$ cat src/core/prot_status_pkg.sv
// constants for the eeprom protection and status block
// assumes a single 40 MHz system clock; spi pins arrive asynchronously
package prot_status_pkg;
  localparam logic [7:0] CMD_SET_LATCH    = 8'h06;
  localparam logic [7:0] CMD_CLEAR_LATCH  = 8'h04;
  localparam logic [7:0] CMD_STATUS_READ  = 8'h05;
  localparam logic [7:0] CMD_STATUS_WRITE = 8'h01;
  localparam logic [7:0] CMD_WRITE_MASK   = 8'hf7;
  localparam logic [7:0] CMD_WRITE_BASE   = 8'h02;
  localparam int         BUSY_BIT         = 0;
  localparam int         LATCH_BIT        = 1;
  localparam int         GUARD_LO_BIT     = 2;
  localparam int         GUARD_HI_BIT     = 3;
  localparam int         ADDR_W           = 9;
  localparam int         ADDR_HI_BIT      = 3;
  localparam logic [8:0] GUARD_QUARTER    = 9'h180;
  localparam logic [8:0] GUARD_HALF       = 9'h100;
  localparam logic [8:0] GUARD_ALL        = 9'h000;
  localparam logic [3:0] UPPER_ZERO       = 4'h0;
  localparam int         WRITE_TIME_NS    = 5000000;
  localparam int         CLK_PERIOD_NS    = 25;
  localparam int         WRITE_CYCLES     = WRITE_TIME_NS / CLK_PERIOD_NS;
  localparam logic [2:0] BIT_LAST         = 3'h7;
  localparam logic [1:0] GUARD_RESET      = 2'h0;
  localparam logic [3:0] PIN_IDLE         = 4'h9;
endpackage : prot_status_pkg

$ cat src/core/prot_status.sv
// protection and status logic of a 512-byte spi serial eeprom
// assumes spi pins (cs, sck, si, wp) are asynchronous to ref_clk_in and much slower
`timescale 1ns/1ps

////////////////////////////////////////////////////////////////////////
// Summary of operation
// - status read is answered any time, even during an internal write.
// - status bit0 busy, bit1 latch, bits 3:2 guard bits, upper bits free.
// - busy reads 1 during internal write; status writes cannot change it.
// - latch flag shows write enable latch; status write cannot change it.
// - set and clear latch commands work regardless of status protection.
// - guard bits change only by status write and are kept nonvolatile.
// - guard code 00 none, 01 180-1ff, 10 100-1ff, 11 whole array.
// - write enable latch is clear after power-up.
// - latch clears when a byte, page or status write completes.
// - internal write starts only on a cs rise right after a whole byte.
// - array access during an internal write is ignored; programming continues.
// - latch held clear while the write-protect pin is low.
// - powers up idle with so tri-stated; active only after cs falls.
// - wp low or latch clear blocks all writes; else only guarded ones and those during busy are blocked.
// - command 06 sets the latch, command 04 clears it.
// - command 05 reads status, command 01 writes status.
// - commands and status data shift most significant bit first.
// - a wp fall does not abort an internal write already begun.
module prot_status #(
  parameter int WRITE_CYCLES = prot_status_pkg::WRITE_CYCLES
) (
  input  wire logic       ref_clk_in,
  input  wire logic       rst_in,
  input  wire logic       cs_n_in,
  input  wire logic       sck_in,
  input  wire logic       si_in,
  input  wire logic       wp_n_in,
  output logic            so_out,
  output logic            so_oe_out,
  output logic            write_busy_flag_out,
  output logic            write_latch_flag_out,
  output logic [1:0]      block_guard_out,
  output logic            array_write_start_out,
  output logic [8:0]      array_addr_out
);

  typedef enum logic [1:0] {
    ST_CMD  = 2'b00,
    ST_ADDR = 2'b01,
    ST_DATA = 2'b11,
    ST_SKIP = 2'b10
  } phase_type;

  ////////////////////////////////////////////////////////////////////////
  // two-flop synchronisers; only the second stage is read
  logic [3:0] sync1_r;
  logic [3:0] sync2_r;
  logic       sck_d_r;
  always_ff @(posedge ref_clk_in) begin
    if (rst_in) begin
      sync1_r <= prot_status_pkg::PIN_IDLE;
      sync2_r <= prot_status_pkg::PIN_IDLE;
      sck_d_r <= 1'b0;
    end else begin
      sync1_r <= {cs_n_in, sck_in, si_in, wp_n_in};
      sync2_r <= sync1_r;
      sck_d_r <= sync2_r[2];
    end
  end
  logic cs_n_s;
  logic sck_s;
  logic si_s;
  logic wp_n_s;
  assign cs_n_s = sync2_r[3];
  assign sck_s  = sync2_r[2];
  assign si_s   = sync2_r[1];
  assign wp_n_s = sync2_r[0];
  logic sck_rise;
  logic sck_fall;
  logic cs_rise;
  logic cs_n_d_r;
  assign sck_rise = sck_s & ~sck_d_r & ~cs_n_s;
  assign sck_fall = ~sck_s & sck_d_r & ~cs_n_s;
  assign cs_rise  = cs_n_s & ~cs_n_d_r;

  ////////////////////////////////////////////////////////////////////////
  // serial front end, status byte and protection state
  phase_type  phase_r, phase_nxt;
  logic [2:0] bit_r, bit_nxt;
  logic [7:0] shift_r, shift_nxt;
  logic [7:0] cmd_r, cmd_nxt;
  logic [8:0] addr_r, addr_nxt;
  logic       byte_end_r, byte_end_nxt;
  logic       got_data_r, got_data_nxt;
  logic       latch_r, latch_nxt;
  logic [1:0] guard_r, guard_nxt;
  logic [1:0] guard_new_r, guard_new_nxt;
  logic       busy_r, busy_nxt;
  logic       st_write_r, st_write_nxt;
  logic [31:0] timer_r, timer_nxt;
  logic       so_r, so_nxt;
  logic       so_oe_r, so_oe_nxt;
  logic       start_r, start_nxt;
  logic [7:0] status_byte;
  logic       is_array_write;
  logic       guarded;
  logic       write_ok;

  // unused upper bits read as zero
  assign status_byte = {prot_status_pkg::UPPER_ZERO, guard_r, latch_r, busy_r};
  assign is_array_write = (cmd_r & prot_status_pkg::CMD_WRITE_MASK) == prot_status_pkg::CMD_WRITE_BASE;

  always_comb begin
    case (guard_r)
      2'b01:   guarded = addr_r >= prot_status_pkg::GUARD_QUARTER;
      2'b10:   guarded = addr_r >= prot_status_pkg::GUARD_HALF;
      2'b11:   guarded = addr_r >= prot_status_pkg::GUARD_ALL;
      default: guarded = 1'b0;
    endcase
  end
  // wp low or latch clear protects everything
  assign write_ok = wp_n_s & latch_r & ~busy_r;

  always_comb begin
    phase_nxt     = phase_r;
    bit_nxt       = bit_r;
    shift_nxt     = shift_r;
    cmd_nxt       = cmd_r;
    addr_nxt      = addr_r;
    byte_end_nxt  = byte_end_r;
    got_data_nxt  = got_data_r;
    latch_nxt     = latch_r;
    guard_nxt     = guard_r;
    guard_new_nxt = guard_new_r;
    busy_nxt      = busy_r;
    st_write_nxt  = st_write_r;
    timer_nxt     = timer_r;
    so_nxt        = so_r;
    so_oe_nxt     = so_oe_r;
    start_nxt     = 1'b0;
    if (cs_n_s) begin
      phase_nxt    = ST_CMD;
      bit_nxt      = 3'h0;
      byte_end_nxt = 1'b0;
      got_data_nxt = 1'b0;
      so_oe_nxt    = 1'b0;
    end
    if (sck_rise) begin
      shift_nxt    = {shift_r[6:0], si_s};
      bit_nxt      = bit_r + 3'h1;
      byte_end_nxt = (bit_r == prot_status_pkg::BIT_LAST);
      if (bit_r == prot_status_pkg::BIT_LAST) begin
        case (phase_r)
          ST_CMD: begin
            cmd_nxt = {shift_r[6:0], si_s};
            if ((({shift_r[6:0], si_s}) & prot_status_pkg::CMD_WRITE_MASK) == prot_status_pkg::CMD_WRITE_BASE) begin
              phase_nxt = ST_ADDR;
              addr_nxt  = {shift_r[prot_status_pkg::ADDR_HI_BIT - 1], 8'h00};
            end else if (({shift_r[6:0], si_s}) == prot_status_pkg::CMD_STATUS_WRITE) begin
              phase_nxt = ST_DATA;
            end else begin
              phase_nxt = ST_SKIP;
            end
          end
          ST_ADDR: begin
            addr_nxt  = {addr_r[8], shift_r[6:0], si_s};
            phase_nxt = ST_DATA;
          end
          ST_DATA: begin
            got_data_nxt  = 1'b1;
            guard_new_nxt = {shift_r[prot_status_pkg::GUARD_HI_BIT - 1],
                             shift_r[prot_status_pkg::GUARD_LO_BIT - 1]};
          end
          default: phase_nxt = ST_SKIP;
        endcase
      end else begin
        byte_end_nxt = 1'b0;
      end
    end
    // status read: present msb first, update after each falling edge
    if (cmd_r == prot_status_pkg::CMD_STATUS_READ && phase_r == ST_SKIP && sck_fall) begin
      so_oe_nxt = 1'b1;
      so_nxt    = status_byte[~bit_r];
    end
    if (cs_rise && byte_end_r) begin
      if (phase_r == ST_SKIP && cmd_r == prot_status_pkg::CMD_SET_LATCH) begin
        latch_nxt = wp_n_s;
      end
      if (phase_r == ST_SKIP && cmd_r == prot_status_pkg::CMD_CLEAR_LATCH) begin
        latch_nxt = 1'b0;
      end
      if (phase_r == ST_DATA && got_data_r && write_ok) begin
        if (cmd_r == prot_status_pkg::CMD_STATUS_WRITE) begin
          busy_nxt     = 1'b1;
          st_write_nxt = 1'b1;
          timer_nxt    = 32'(WRITE_CYCLES);
        end else if (is_array_write && !guarded) begin
          busy_nxt  = 1'b1;
          start_nxt = 1'b1;
          timer_nxt = 32'(WRITE_CYCLES);
        end
      end
    end
    // an internal write runs to the end whatever wp does
    if (busy_r) begin
      if (timer_r <= 32'd1) begin
        busy_nxt     = 1'b0;
        latch_nxt    = 1'b0;
        st_write_nxt = 1'b0;
        if (st_write_r) begin
          guard_nxt = guard_new_r;
        end
      end else begin
        timer_nxt = timer_r - 32'd1;
      end
    end
    if (!wp_n_s) begin
      latch_nxt = 1'b0;
    end
  end

  // guard bits model nonvolatile cells; reset does not clear them here
  always_ff @(posedge ref_clk_in) begin
    if (rst_in) begin
      phase_r     <= ST_CMD;
      bit_r       <= 3'h0;
      shift_r     <= 8'h00;
      cmd_r       <= 8'h00;
      addr_r      <= 9'h000;
      byte_end_r  <= 1'b0;
      got_data_r  <= 1'b0;
      latch_r     <= 1'b0;
      busy_r      <= 1'b0;
      st_write_r  <= 1'b0;
      timer_r     <= 32'h0;
      so_r        <= 1'b0;
      so_oe_r     <= 1'b0;
      start_r     <= 1'b0;
      guard_new_r <= prot_status_pkg::GUARD_RESET;
      cs_n_d_r    <= 1'b1;
    end else begin
      phase_r     <= phase_nxt;
      bit_r       <= bit_nxt;
      shift_r     <= shift_nxt;
      cmd_r       <= cmd_nxt;
      addr_r      <= addr_nxt;
      byte_end_r  <= byte_end_nxt;
      got_data_r  <= got_data_nxt;
      latch_r     <= latch_nxt;
      busy_r      <= busy_nxt;
      st_write_r  <= st_write_nxt;
      timer_r     <= timer_nxt;
      so_r        <= so_nxt;
      so_oe_r     <= so_oe_nxt;
      start_r     <= start_nxt;
      guard_new_r <= guard_new_nxt;
      cs_n_d_r    <= cs_n_s;
    end
  end

  logic guard_init_r = 1'b0; // configuration state: only the first reset loads the cells
  always_ff @(posedge ref_clk_in) begin
    if (rst_in && !guard_init_r) begin
      guard_r      <= prot_status_pkg::GUARD_RESET;
      guard_init_r <= 1'b1;
    end else begin
      guard_r      <= guard_nxt;
      guard_init_r <= 1'b1;
    end
  end

  assign so_out                = so_r;
  assign so_oe_out             = so_oe_r;
  assign write_busy_flag_out   = busy_r;
  assign write_latch_flag_out  = latch_r;
  assign block_guard_out       = guard_r;
  assign array_write_start_out = start_r;
  assign array_addr_out        = addr_r;

  ////////////////////////////////////////////////////////////////////////
  AST_WP_CLEARS_LATCH: assert property (@(posedge ref_clk_in) disable iff (rst_in)
    !wp_n_s |=> !latch_r) else $error("latch set while wp low");
  AST_LATCH_NEEDS_WP: assert property (@(posedge ref_clk_in) disable iff (rst_in)
    $rose(latch_r) |-> $past(wp_n_s) && $past(cs_rise)) else $error("latch set without cause");
  AST_BUSY_END_CLEARS: assert property (@(posedge ref_clk_in) disable iff (rst_in)
    $fell(busy_r) |-> !latch_r) else $error("latch survived write");
  AST_BUSY_ON_CS: assert property (@(posedge ref_clk_in) disable iff (rst_in)
    $rose(busy_r) |-> $past(cs_rise) && $past(byte_end_r)) else $error("write began off cs rise");
  AST_NO_WRITE_PROT: assert property (@(posedge ref_clk_in) disable iff (rst_in)
    $rose(busy_r) |-> $past(latch_r) && $past(wp_n_s)) else $error("protected write started");
  AST_GUARD_STABLE: assert property (@(posedge ref_clk_in) disable iff (rst_in)
    !st_write_r |=> $stable(guard_r)) else $error("guard changed without status write");
  AST_START_UNGUARDED: assert property (@(posedge ref_clk_in) disable iff (rst_in)
    start_r |-> !guarded && busy_r) else $error("guarded address written");
  AST_SO_IDLE: assert property (@(posedge ref_clk_in) disable iff (rst_in)
    cs_n_s |=> !so_oe_r) else $error("so driven while deselected");
  AST_BUSY_HOLDS: assert property (@(posedge ref_clk_in) disable iff (rst_in)
    $rose(busy_r) |-> busy_r [*8]) else $error("write cut short");

endmodule : prot_status

$ cat config.mk
export PLATFORM = sky130hd
export DESIGN_NAME = prot_status
export DESIGN_NICKNAME = d
export VERILOG_FILES = /design/src/core/prot_status_pkg.sv /design/src/core/prot_status.sv
export SDC_FILE = /design/constraint.sdc
export NUM_CORES = 1
export LEC_CHECK = 0
export ABC_AREA = 1
export BUFFER_PORTS_ARGS = -buffer_cell sky130_fd_sc_hd__buf_2
export CAP_MARGIN = 20
export CORE_ASPECT_RATIO = 1.1
export CORE_MARGIN = 2
export CORE_UTILIZATION = 50
export DETAILED_ROUTE_END_ITERATION = 6
export HOLD_SLACK_MARGIN = 0.1
export PLACE_DENSITY = 0.65
export SYNTH_ARGS = -nofsm -noshare
export SYNTH_HDL_FRONTEND = slang
export SYNTH_SLANG_ARGS = --single-unit
$ cat constraint.sdc
create_clock -name ref_clk_in -period 1.85 [get_ports ref_clk_in]
set_input_delay 0.37 -clock ref_clk_in [delete_from_list [all_inputs] [get_ports ref_clk_in]]
set_output_delay 0.37 -clock ref_clk_in [all_outputs]
set_load 0.01 [all_outputs]
== Word-level counts from Yosys, hierarchy flattened ==
Cells that the tools add are included.
Widths: inputs -> output; s select.
Storage, ports and cells
  bits in registers: 83
  word-level logic and storage cells: 124
  output and inout bits: 16
Cells by class
  multiplexer cells: 44
  bitwise logic cells: 17
  eq/ne operators: 15
  reduce and logical (&&, ||, !) cells: 20
  $add $sub $neg: 2
  order comparisons: 5
Operators with widths (count)
  $mux 32: 6
  $le 32x1->1 const B: 1
  $sub 32x1->32 const B: 1
  $mux 1: 27
  $eq 8x3->1 const B: 3
  $ge 9x9->1 const B: 2
  $pmux 9 s2: 1
  $eq 8x1->1 const B: 2
  $eq 7x2->1 const B: 2
  $ge 9x1->1 const B: 1
  $mux 9: 1
  $not 1->1: 9
  $reduce_and 3->1: 3
  $eq 2x2->1 const B: 4
  $logic_and 1x1->1: 8
  $mux 2: 4
  $and 1x1->1: 7
  $mux 3: 2
  $pmux 2 s3: 1
  $reduce_bool 2->1: 3
  $reduce_and 5->1: 1
  $eq 2x1->1 const B: 2
  $lt 3x4->1 const B: 1
  $reduce_and 4->1: 1
  10 further kinds: 10

== Logic depth before layout (Yosys ltp) ==
Gate-level depths: netlist of run 1.
  word-level depth: 10
  gate-level depth with buffers: 11
  gate-level depth less buffers: 11

== Worst setup path after synthesis of run 1 ==
OpenSTA, ideal clock, no wires.
  path kind: register to register
  from: register timer_r[0]
  to: register timer_r[30]
  data arrival time: 1.428 ns
  stages on the path, launching flop included: 10
  slack: 0.309 ns
  required time: 1.737 ns
  period minus slack after synthesis: 1.541 ns
  library setup time: 0.113 ns
  buffers on the path: 0
  cell sequence: dfxtp_1 inv_1 ha_1 nand2_1 nor2_2 nand3_1 nor3_2 nand2_1 nor2_1 nor2_1
On the way
  cells in the longest elaborated chain, start to end: 3
RTL lines
  start, declared: RTL line prot_status.sv:96  | logic [31:0] timer_r, timer_nxt;
  start signal, assigned: RTL line prot_status.sv:248  | timer_r <= timer_nxt;
  $sub 32x1->32 / $le 32x1->1 (equally long branches): RTL line prot_status.sv:210, prot_status.sv:202
  $mux 32 *: RTL line prot_status.sv:202  | if (timer_r <= 32'd1) begin
  $mux 32 *: RTL line prot_status.sv:201  | if (busy_r) begin
Every way passes the cells marked *; elsewhere a longest branch is shown, timed or not.
A chain may end at the register's enable or synchronous reset.

== Worst setup path after layout of run 1 ==
  from: register timer_r[0]
  to: register timer_r[18]
Same word-level chain as after synthesis.

==> results of run 1 <==
-- area by class of cell --
type	instances	area, µm²	share of cell area [%]
Clock buffer	10	138	2.85
Clock inverter	6	71.3	1.48
Inverter	76	285	5.91
Multi-Input combinational cell	436	2190	45.3
Sequential cell	83	1680	34.8
Tap cell	111	139	2.88
Timing Repair Buffer	47	325	6.74
-- how the worst min path moves through the flow --
stage                     startpoint          to  slack (ns)  cells after the start
final                        cs_n_in  sync1_r[3]        0.20                      2
after global routing         cs_n_in  sync1_r[3]        0.19                      2
after CTS                    cs_n_in  sync1_r[3]        0.18                      2
after detailed placement  sync1_r[2]  sync2_r[2]        0.40                      2
after global placement    sync1_r[2]  sync2_r[2]        0.39                      2
after floorplan           sync1_r[1]  sync2_r[1]        0.39                      2
-- critical path: cells and delay by family, from the launching register on --
| family | cells | cell delay [ns] |
|---|---|---|
| AO/OA/AOI/OAI | 2 | 0.34 |
| adder cells (fa/ha/maj) | 1 | 0.19 |
| flip-flops | 1 | 0.38 |
| AND/OR/NAND/NOR | 4 | 0.39 |
| buffers and inverters | 3 | 0.33 |
-- registers in the layout, summed over array words and instances (netlist names) --
signal and flops:
sync2_r 4, cmd_r 8, guard_new_r 2, sck_d_r 1, byte_end_r 1, array_addr_out 9, shift_r 7, bit_r 3
write_busy_flag_out 1, so_out 1, cs_n_d_r 1, so_oe_out 1, sync1_r 4, array_write_start_out 1, phase_r 2, block_guard_out 2
st_write_r 1, timer_r 32, got_data_r 1, write_latch_flag_out 1
-- power by group --
part           internal [mW]  switching [mW]  leakage, nW
clock network          0.673           0.705       0.0995
logic                 0.0263          0.0512         1.46
registers               1.80         0.00810        0.668
-- synthesized netlist by cell type, types with 4 or more instances --
library cell,count,share of area (%)
nand2_1,137,12
nor2_1,99,8.8
dfxtp_1,81,38
inv_1,75,6.6
a21oi_1,41,4.8
nand3_1,32,3.8
o21ai_0,29,3.4
nand4_1,17,2.5
nor2_2,8,1.2
xor2_1,8,1.7
clkbuf_1,7,0.62
a21oi_2,6,1.2
nor3_1,6,0.71
o21ai_1,6,0.71
nand2_2,5,0.74
nor2_4,5,1.3
buf_6,4,1.1
ha_1,4,1.2
nand3_2,4,0.95
nor3_2,4,0.95
o21bai_1,4,0.71
or2_2,4,0.59
-- through the flow --
stage,worst slack (ns),cells,cell area (µm²)
detailed placement,0.0753,753,4590
floorplan,0.309,613,4240
global placement,0.109,753,4590
CTS,0.0386,769,4800
global route,0.00138,769,4830
finish,0.154,769,4830
-- cells in the final DEF, fill, tap and decap left out, types with 2 or more instances in the layout --
master and count:
nor2_1 96, o21bai_1 4, clkbuf_8 10, buf_12 2, nand3b_1 3, o21ai_0 29
xor2_1 8, buf_2 21, o21ai_1 6, edfxtp_1 2, xnor2_1 3, nor3_2 3
clkinvlp_4 2, buf_4 24, inv_1 75, a21oi_1 41, nand4_1 17, nor2_4 6
nand3_1 32, ha_1 3, nand2_2 5, nor2_2 10, nand3_2 4, inv_6 2
nand2_1 137, dfxtp_1 81, nor3_1 6, or2_2 4, a21oi_2 6
-- logic make-up after synthesis --
group,Yosys count
adders and majority gates,4
buffers and inverters,94
xor gates and xnor gates,11
AOI/OAI and AO/OA,92
and+or+nand+nor,329
DFF,83
-- per-layer routing --
layer,track usage (%),vias to the layer above,wire length (µm)
met2,42.7,57,5210
met1,28.4,1784,4510
met4,5.86,0,123
li1,-,2034,-
met5,0,-,0
met3,4.19,11,292
-- what timing repair did --
item | CTS | global route
resized for setup | 0 | 7
hold buffers | 0 | 0
hold endpoints to repair | 0 | 0
setup endpoints to repair | 0 | 22
==> impl_metrics.yaml, run 1 <==
outcome:
  outcome: "complete, no violations"
drt:
  avgRoutedWirePerCell_um: 13.2
  wl_um: 10100
  via_count: 3886
  first_pass_iters: 4
  drt_iter0_drc: 151
  drc: 0
  vias_per_cell: 5.05
  antenna_left: 0
critical_path:
  worstPathCellList: "inv_1 -> ha_4 -> o211ai_2 -> inv_1 -> nand2_1 -> nand2_2 -> buf_12 -> o21ai_0 -> nand2_1 -> nor2_1"
  reg2reg_from: "timer_r[0]"
  cp_slowest_stage_delay_ns: 0.38
  cp.arrival_ns: 1.99
  cp_max_fo: 14
  reg2reg_depth: 10
  rrSetupSlack_ns: 0.15
  crit_path_start: "timer_r[0]"
  critPathSlowestCell: "dfxtp_1"
  worstSetupPathType: "flip-flop to flip-flop"
  required_ns: 2.14
  start_kind: "flip-flop"
  critPathCaptureType: "flip-flop"
  reg2reg_to: "timer_r[18]"
  worstSetupEndpoint: "timer_r[18]"
yosys:
  synth-simple-area-share_pct: 35.4
  synth-compound-area-share_pct: 12.1
  synth_area_mm2: 0.00424
  synth-xor-area-share_pct: 2.27
  mappedNetlistNets: 623
  async_flop_share_pct: 0
  synthCells: 613
  synthAdderAreaFrac_pct: 1.18
  synth_seq_cells: 83
  ys.flop_type: "dfxtp_1"
  ys_seq_area_share_pct: 39.7
  yosysWarnings: 0
  synth_cell_type_count: 40
  synth-edff-count: 2
  synthMuxAreaShare_pct: 0
  synth_top_family_by_area: "simple AND/OR/NAND/NOR gates"
  syn_avg_cell_area_um2: 6.91
sta:
  tightest_slew_ns: 0.324
  finalSetupViolCount: 0
  rsz0062_at_grt: "false"
  fin_tns_setup_ns: 0
  slew_headroom_pct: 78.2
  fin_hold_ws_ns: 0.200
  finalHoldViolCount: 0
  fin_crit_ns: 1.70
  clock_skew_ns: 0.0116
  finalCritPeriodShare_pct: 91.7
  slew_violations: 0
  fmax_mhz: 590
clock_tree:
  clock_sinks: 83
  cts_max_level: 3
  insertion_delay_ns: 0.36
  cts_tree: "built"
  root_buffer: "clkbuf_8"
  cts_setup_buffers: 0
  cts_buffer_depth: 2
  clk_pin_slew_worst_paths_ns: 0.09
  numCtsBuffers: 9
global_route:
  grt_pass1_wl_um: 17400
  grt_usage_pct: 23.3
  grt_remaining_overflow: 0
  grt_antenna_before_repair: 0
  grt_max_degree: 26
  grt_pass1_vias: 3754
floorplanning:
  die_area_mm2: 0.00923
  start_util_pct: 50.9
  fp.dieH_um: 101
  std_cell_rows: 35
  coreArea_mm2: 0.00832
  ios: 22
  die_w_um: 91.8
final_layout:
  syn2layout_area_growth_pct: 14.0
  post-route-util_pct: 58.0
  final_layout_size_suffix_gt1_share_pct: 16.3
  fillCellCount: 818
  num_antenna_cells: 0
  finalNetCount: 663
pwr:
  vdd_drop_max_v: 0.000624
  power.total_mw: 3.27
  p_per_area_mw_per_mm2: 676
  p_leak_nw: 2.23
place:
  portBuffers: 21
  place_hpwl_um: 7580
  routabilityCongestion: 0.896
hold_path:
  worstHoldPathType: "input pin to flip-flop"
flow_run:
  drv_cap: 0
Power figures use the tool's default switching activity.
==> run 2: changes to the inputs <==
- MAX_ROUTING_LAYER: unset -> met4
- clock period: 1.85 -> 1.9 ns (I/O delays scaled with it)
==> impl_metrics.yaml, run 2 (synthesized netlist as in run 1, its figures left out) <==
sta:
  tightest_slew_ns: 0.342
  slew_headroom_pct: 77.1
  finalSetupViolCount: 0
  slew_violations: 0
  fin_hold_ws_ns: 0.182
  finalHoldViolCount: 0
  fin_tns_setup_ns: 0
  finalCritPeriodShare_pct: 93.0
  fmax_mhz: 566
  clock_skew_ns: 0.0108
  rsz0062_at_grt: "true"
  setup_slack_ns: 0.133
  fin_crit_ns: 1.77
pwr:
  seq_power_share_pct: 52.7
  vdd_drop_max_v: 0.000362
  p_comb_share_pct: 2.3
  p_per_area_mw_per_mm2: 692
  internal-power_mw: 2.57
  p_leak_nw: 2.26
  pwr-share-clk_pct: 45.1
  power_switching_mw: 0.774
  power.total_mw: 3.34
  switching_share_pct: 23.1
critical_path:
  critPathCaptureType: "flip-flop"
  critPathSlowestCell: "dfxtp_1"
  cp.arrival_ns: 1.86
  reg2reg_to: "block_guard_out[0]"
  cp_slowest_stage_delay_ns: 0.34
  start_kind: "flip-flop"
  rrSetupSlack_ns: 0.13
  cp_max_fo: 4
  worstSetupEndpoint: "block_guard_out[0]"
  worstSetupPathType: "flip-flop to flip-flop"
  worstPathCellList: "nor2_1 -> nand2_1 -> nor2_1 -> nand2_1 -> nor2_1 -> nand2_1 -> nor3_1 -> buf_4"
  required_ns: 1.99
  crit_path_start: "timer_r[17]"
  reg2reg_from: "timer_r[17]"
  reg2reg_depth: 8
hold_path:
  worstHoldPathType: "input pin to flip-flop"
  hold_depth: 2
drt:
  drt_iter0_drc: 160
  antenna_left: 0
  vias_per_cell: 5.13
  first_pass_iters: 4
  avgRoutedWirePerCell_um: 13.2
  wl_um: 10100
  drc: 0
  via_count: 3942
place:
  dp.cells: 753
  place_hpwl_um: 7320
  post-place-ws_ns: 0.0428
  portBuffers: 21
  dpl_cell_area_mm2: 0.00458
  routabilityCongestion: 0.868
floorplanning:
  die_area_mm2: 0.00923
  die_w_um: 91.8
  start_util_pct: 50.9
  ios: 22
  fp.dieH_um: 101
  std_cell_rows: 35
  coreArea_mm2: 0.00832
clock_tree:
  numCtsBuffers: 9
  clk_pin_slew_worst_paths_ns: 0.09
  cts_setup_buffers: 0
  cts_max_level: 3
  cts_tree: "built"
  insertion_delay_ns: 0.37
  root_buffer: "clkbuf_8"
  cts_buffer_depth: 2
  clock_sinks: 83
  cts-hold-fix-buffers: 0
global_route:
  grt_antenna_before_repair: 0
  grt_remaining_overflow: 0
  grt_pass1_vias: 3793
  grt_usage_pct: 24.2
  grt_pass1_wl_um: 17500
  grt_max_degree: 29
final_layout:
  largest_reg_flops: 32
  multi_input_area_mm2: 0.00218
  syn2layout_area_growth_pct: 14.0
  layout.area.seq_mm2: 0.00168
  num_antenna_cells: 0
  layout.cells.non_filler: 769
  post-route-util_pct: 58.1
  layout_commonest_cell: "nand2_1"
  fillCellCount: 832
  fin_area_mm2: 0.00483
  finalNetCount: 663
  regMostFlops: "timer_r"
  layout_common_cells: "nand2_1, nor2_1, dfxtp_1, inv_1, a21oi_1"
  final_layout_size_suffix_gt1_share_pct: 16.0
flow_run:
  drv_cap: 0
outcome:
  outcome: "complete, no violations"
[run 2: how the worst min path moves through the flow]
stage                from          to  slack [ns]
2_1_floorplan  sync1_r[1]  sync2_r[1]        0.39
3_3_place_gp   sync1_r[2]  sync2_r[2]        0.39
3_5_place_dp   sync1_r[0]  sync2_r[0]        0.40
4_1_cts           cs_n_in  sync1_r[3]        0.17
5_1_grt           cs_n_in  sync1_r[3]        0.19
6_report          cs_n_in  sync1_r[3]        0.18
[run 2: layout make-up]
cell class | count | area share (%)
Inverter | 76 | 5.91
Clock buffer | 10 | 2.85
Clock inverter | 6 | 1.94
Sequential cell | 83 | 34.8
Tap cell | 111 | 2.87
Multi-Input combinational cell | 436 | 45.1
Timing Repair Buffer | 47 | 6.48
[run 2: what timing repair did]
action | 4_1_cts | 5_1_grt
resized for setup | 1 | 4
pin swaps | 0 | 0
setup endpoints to repair | 5 | 18
[run 2: power groups by stage]
| stage | Sequential [mW] | Combinational [mW] | Clock [mW] |
|---|---|---|---|
| detailed placement | 1.80 | 0.0755 | 0 |
| global route | 1.76 | 0.0854 | 1.59 |
| CTS | 1.76 | 0.0759 | 1.54 |
| global placement | 1.80 | 0.0743 | 0 |
| floorplan | 1.80 | 0.0484 | 0 |
| finish | 1.76 | 0.0755 | 1.51 |
[run 2: critical path: cells and delay by family (launching register included)]
| family | cells | cell delay [ns] |
|---|---|---|
| and+or+nand+nor | 7 | 0.97 |
| buffers and inverters | 1 | 0.16 |
| DFF | 1 | 0.34 |
[run 2: metal layers]
| layer | track usage (%) | part of all wire, % |
|---|---|---|
| met1 | 28.3 | 45 |
| met5 | - | 0 |
| met2 | 43.0 | 51 |
| met3 | 2.92 | 2.8 |
| met4 | 8.61 | 1.6 |
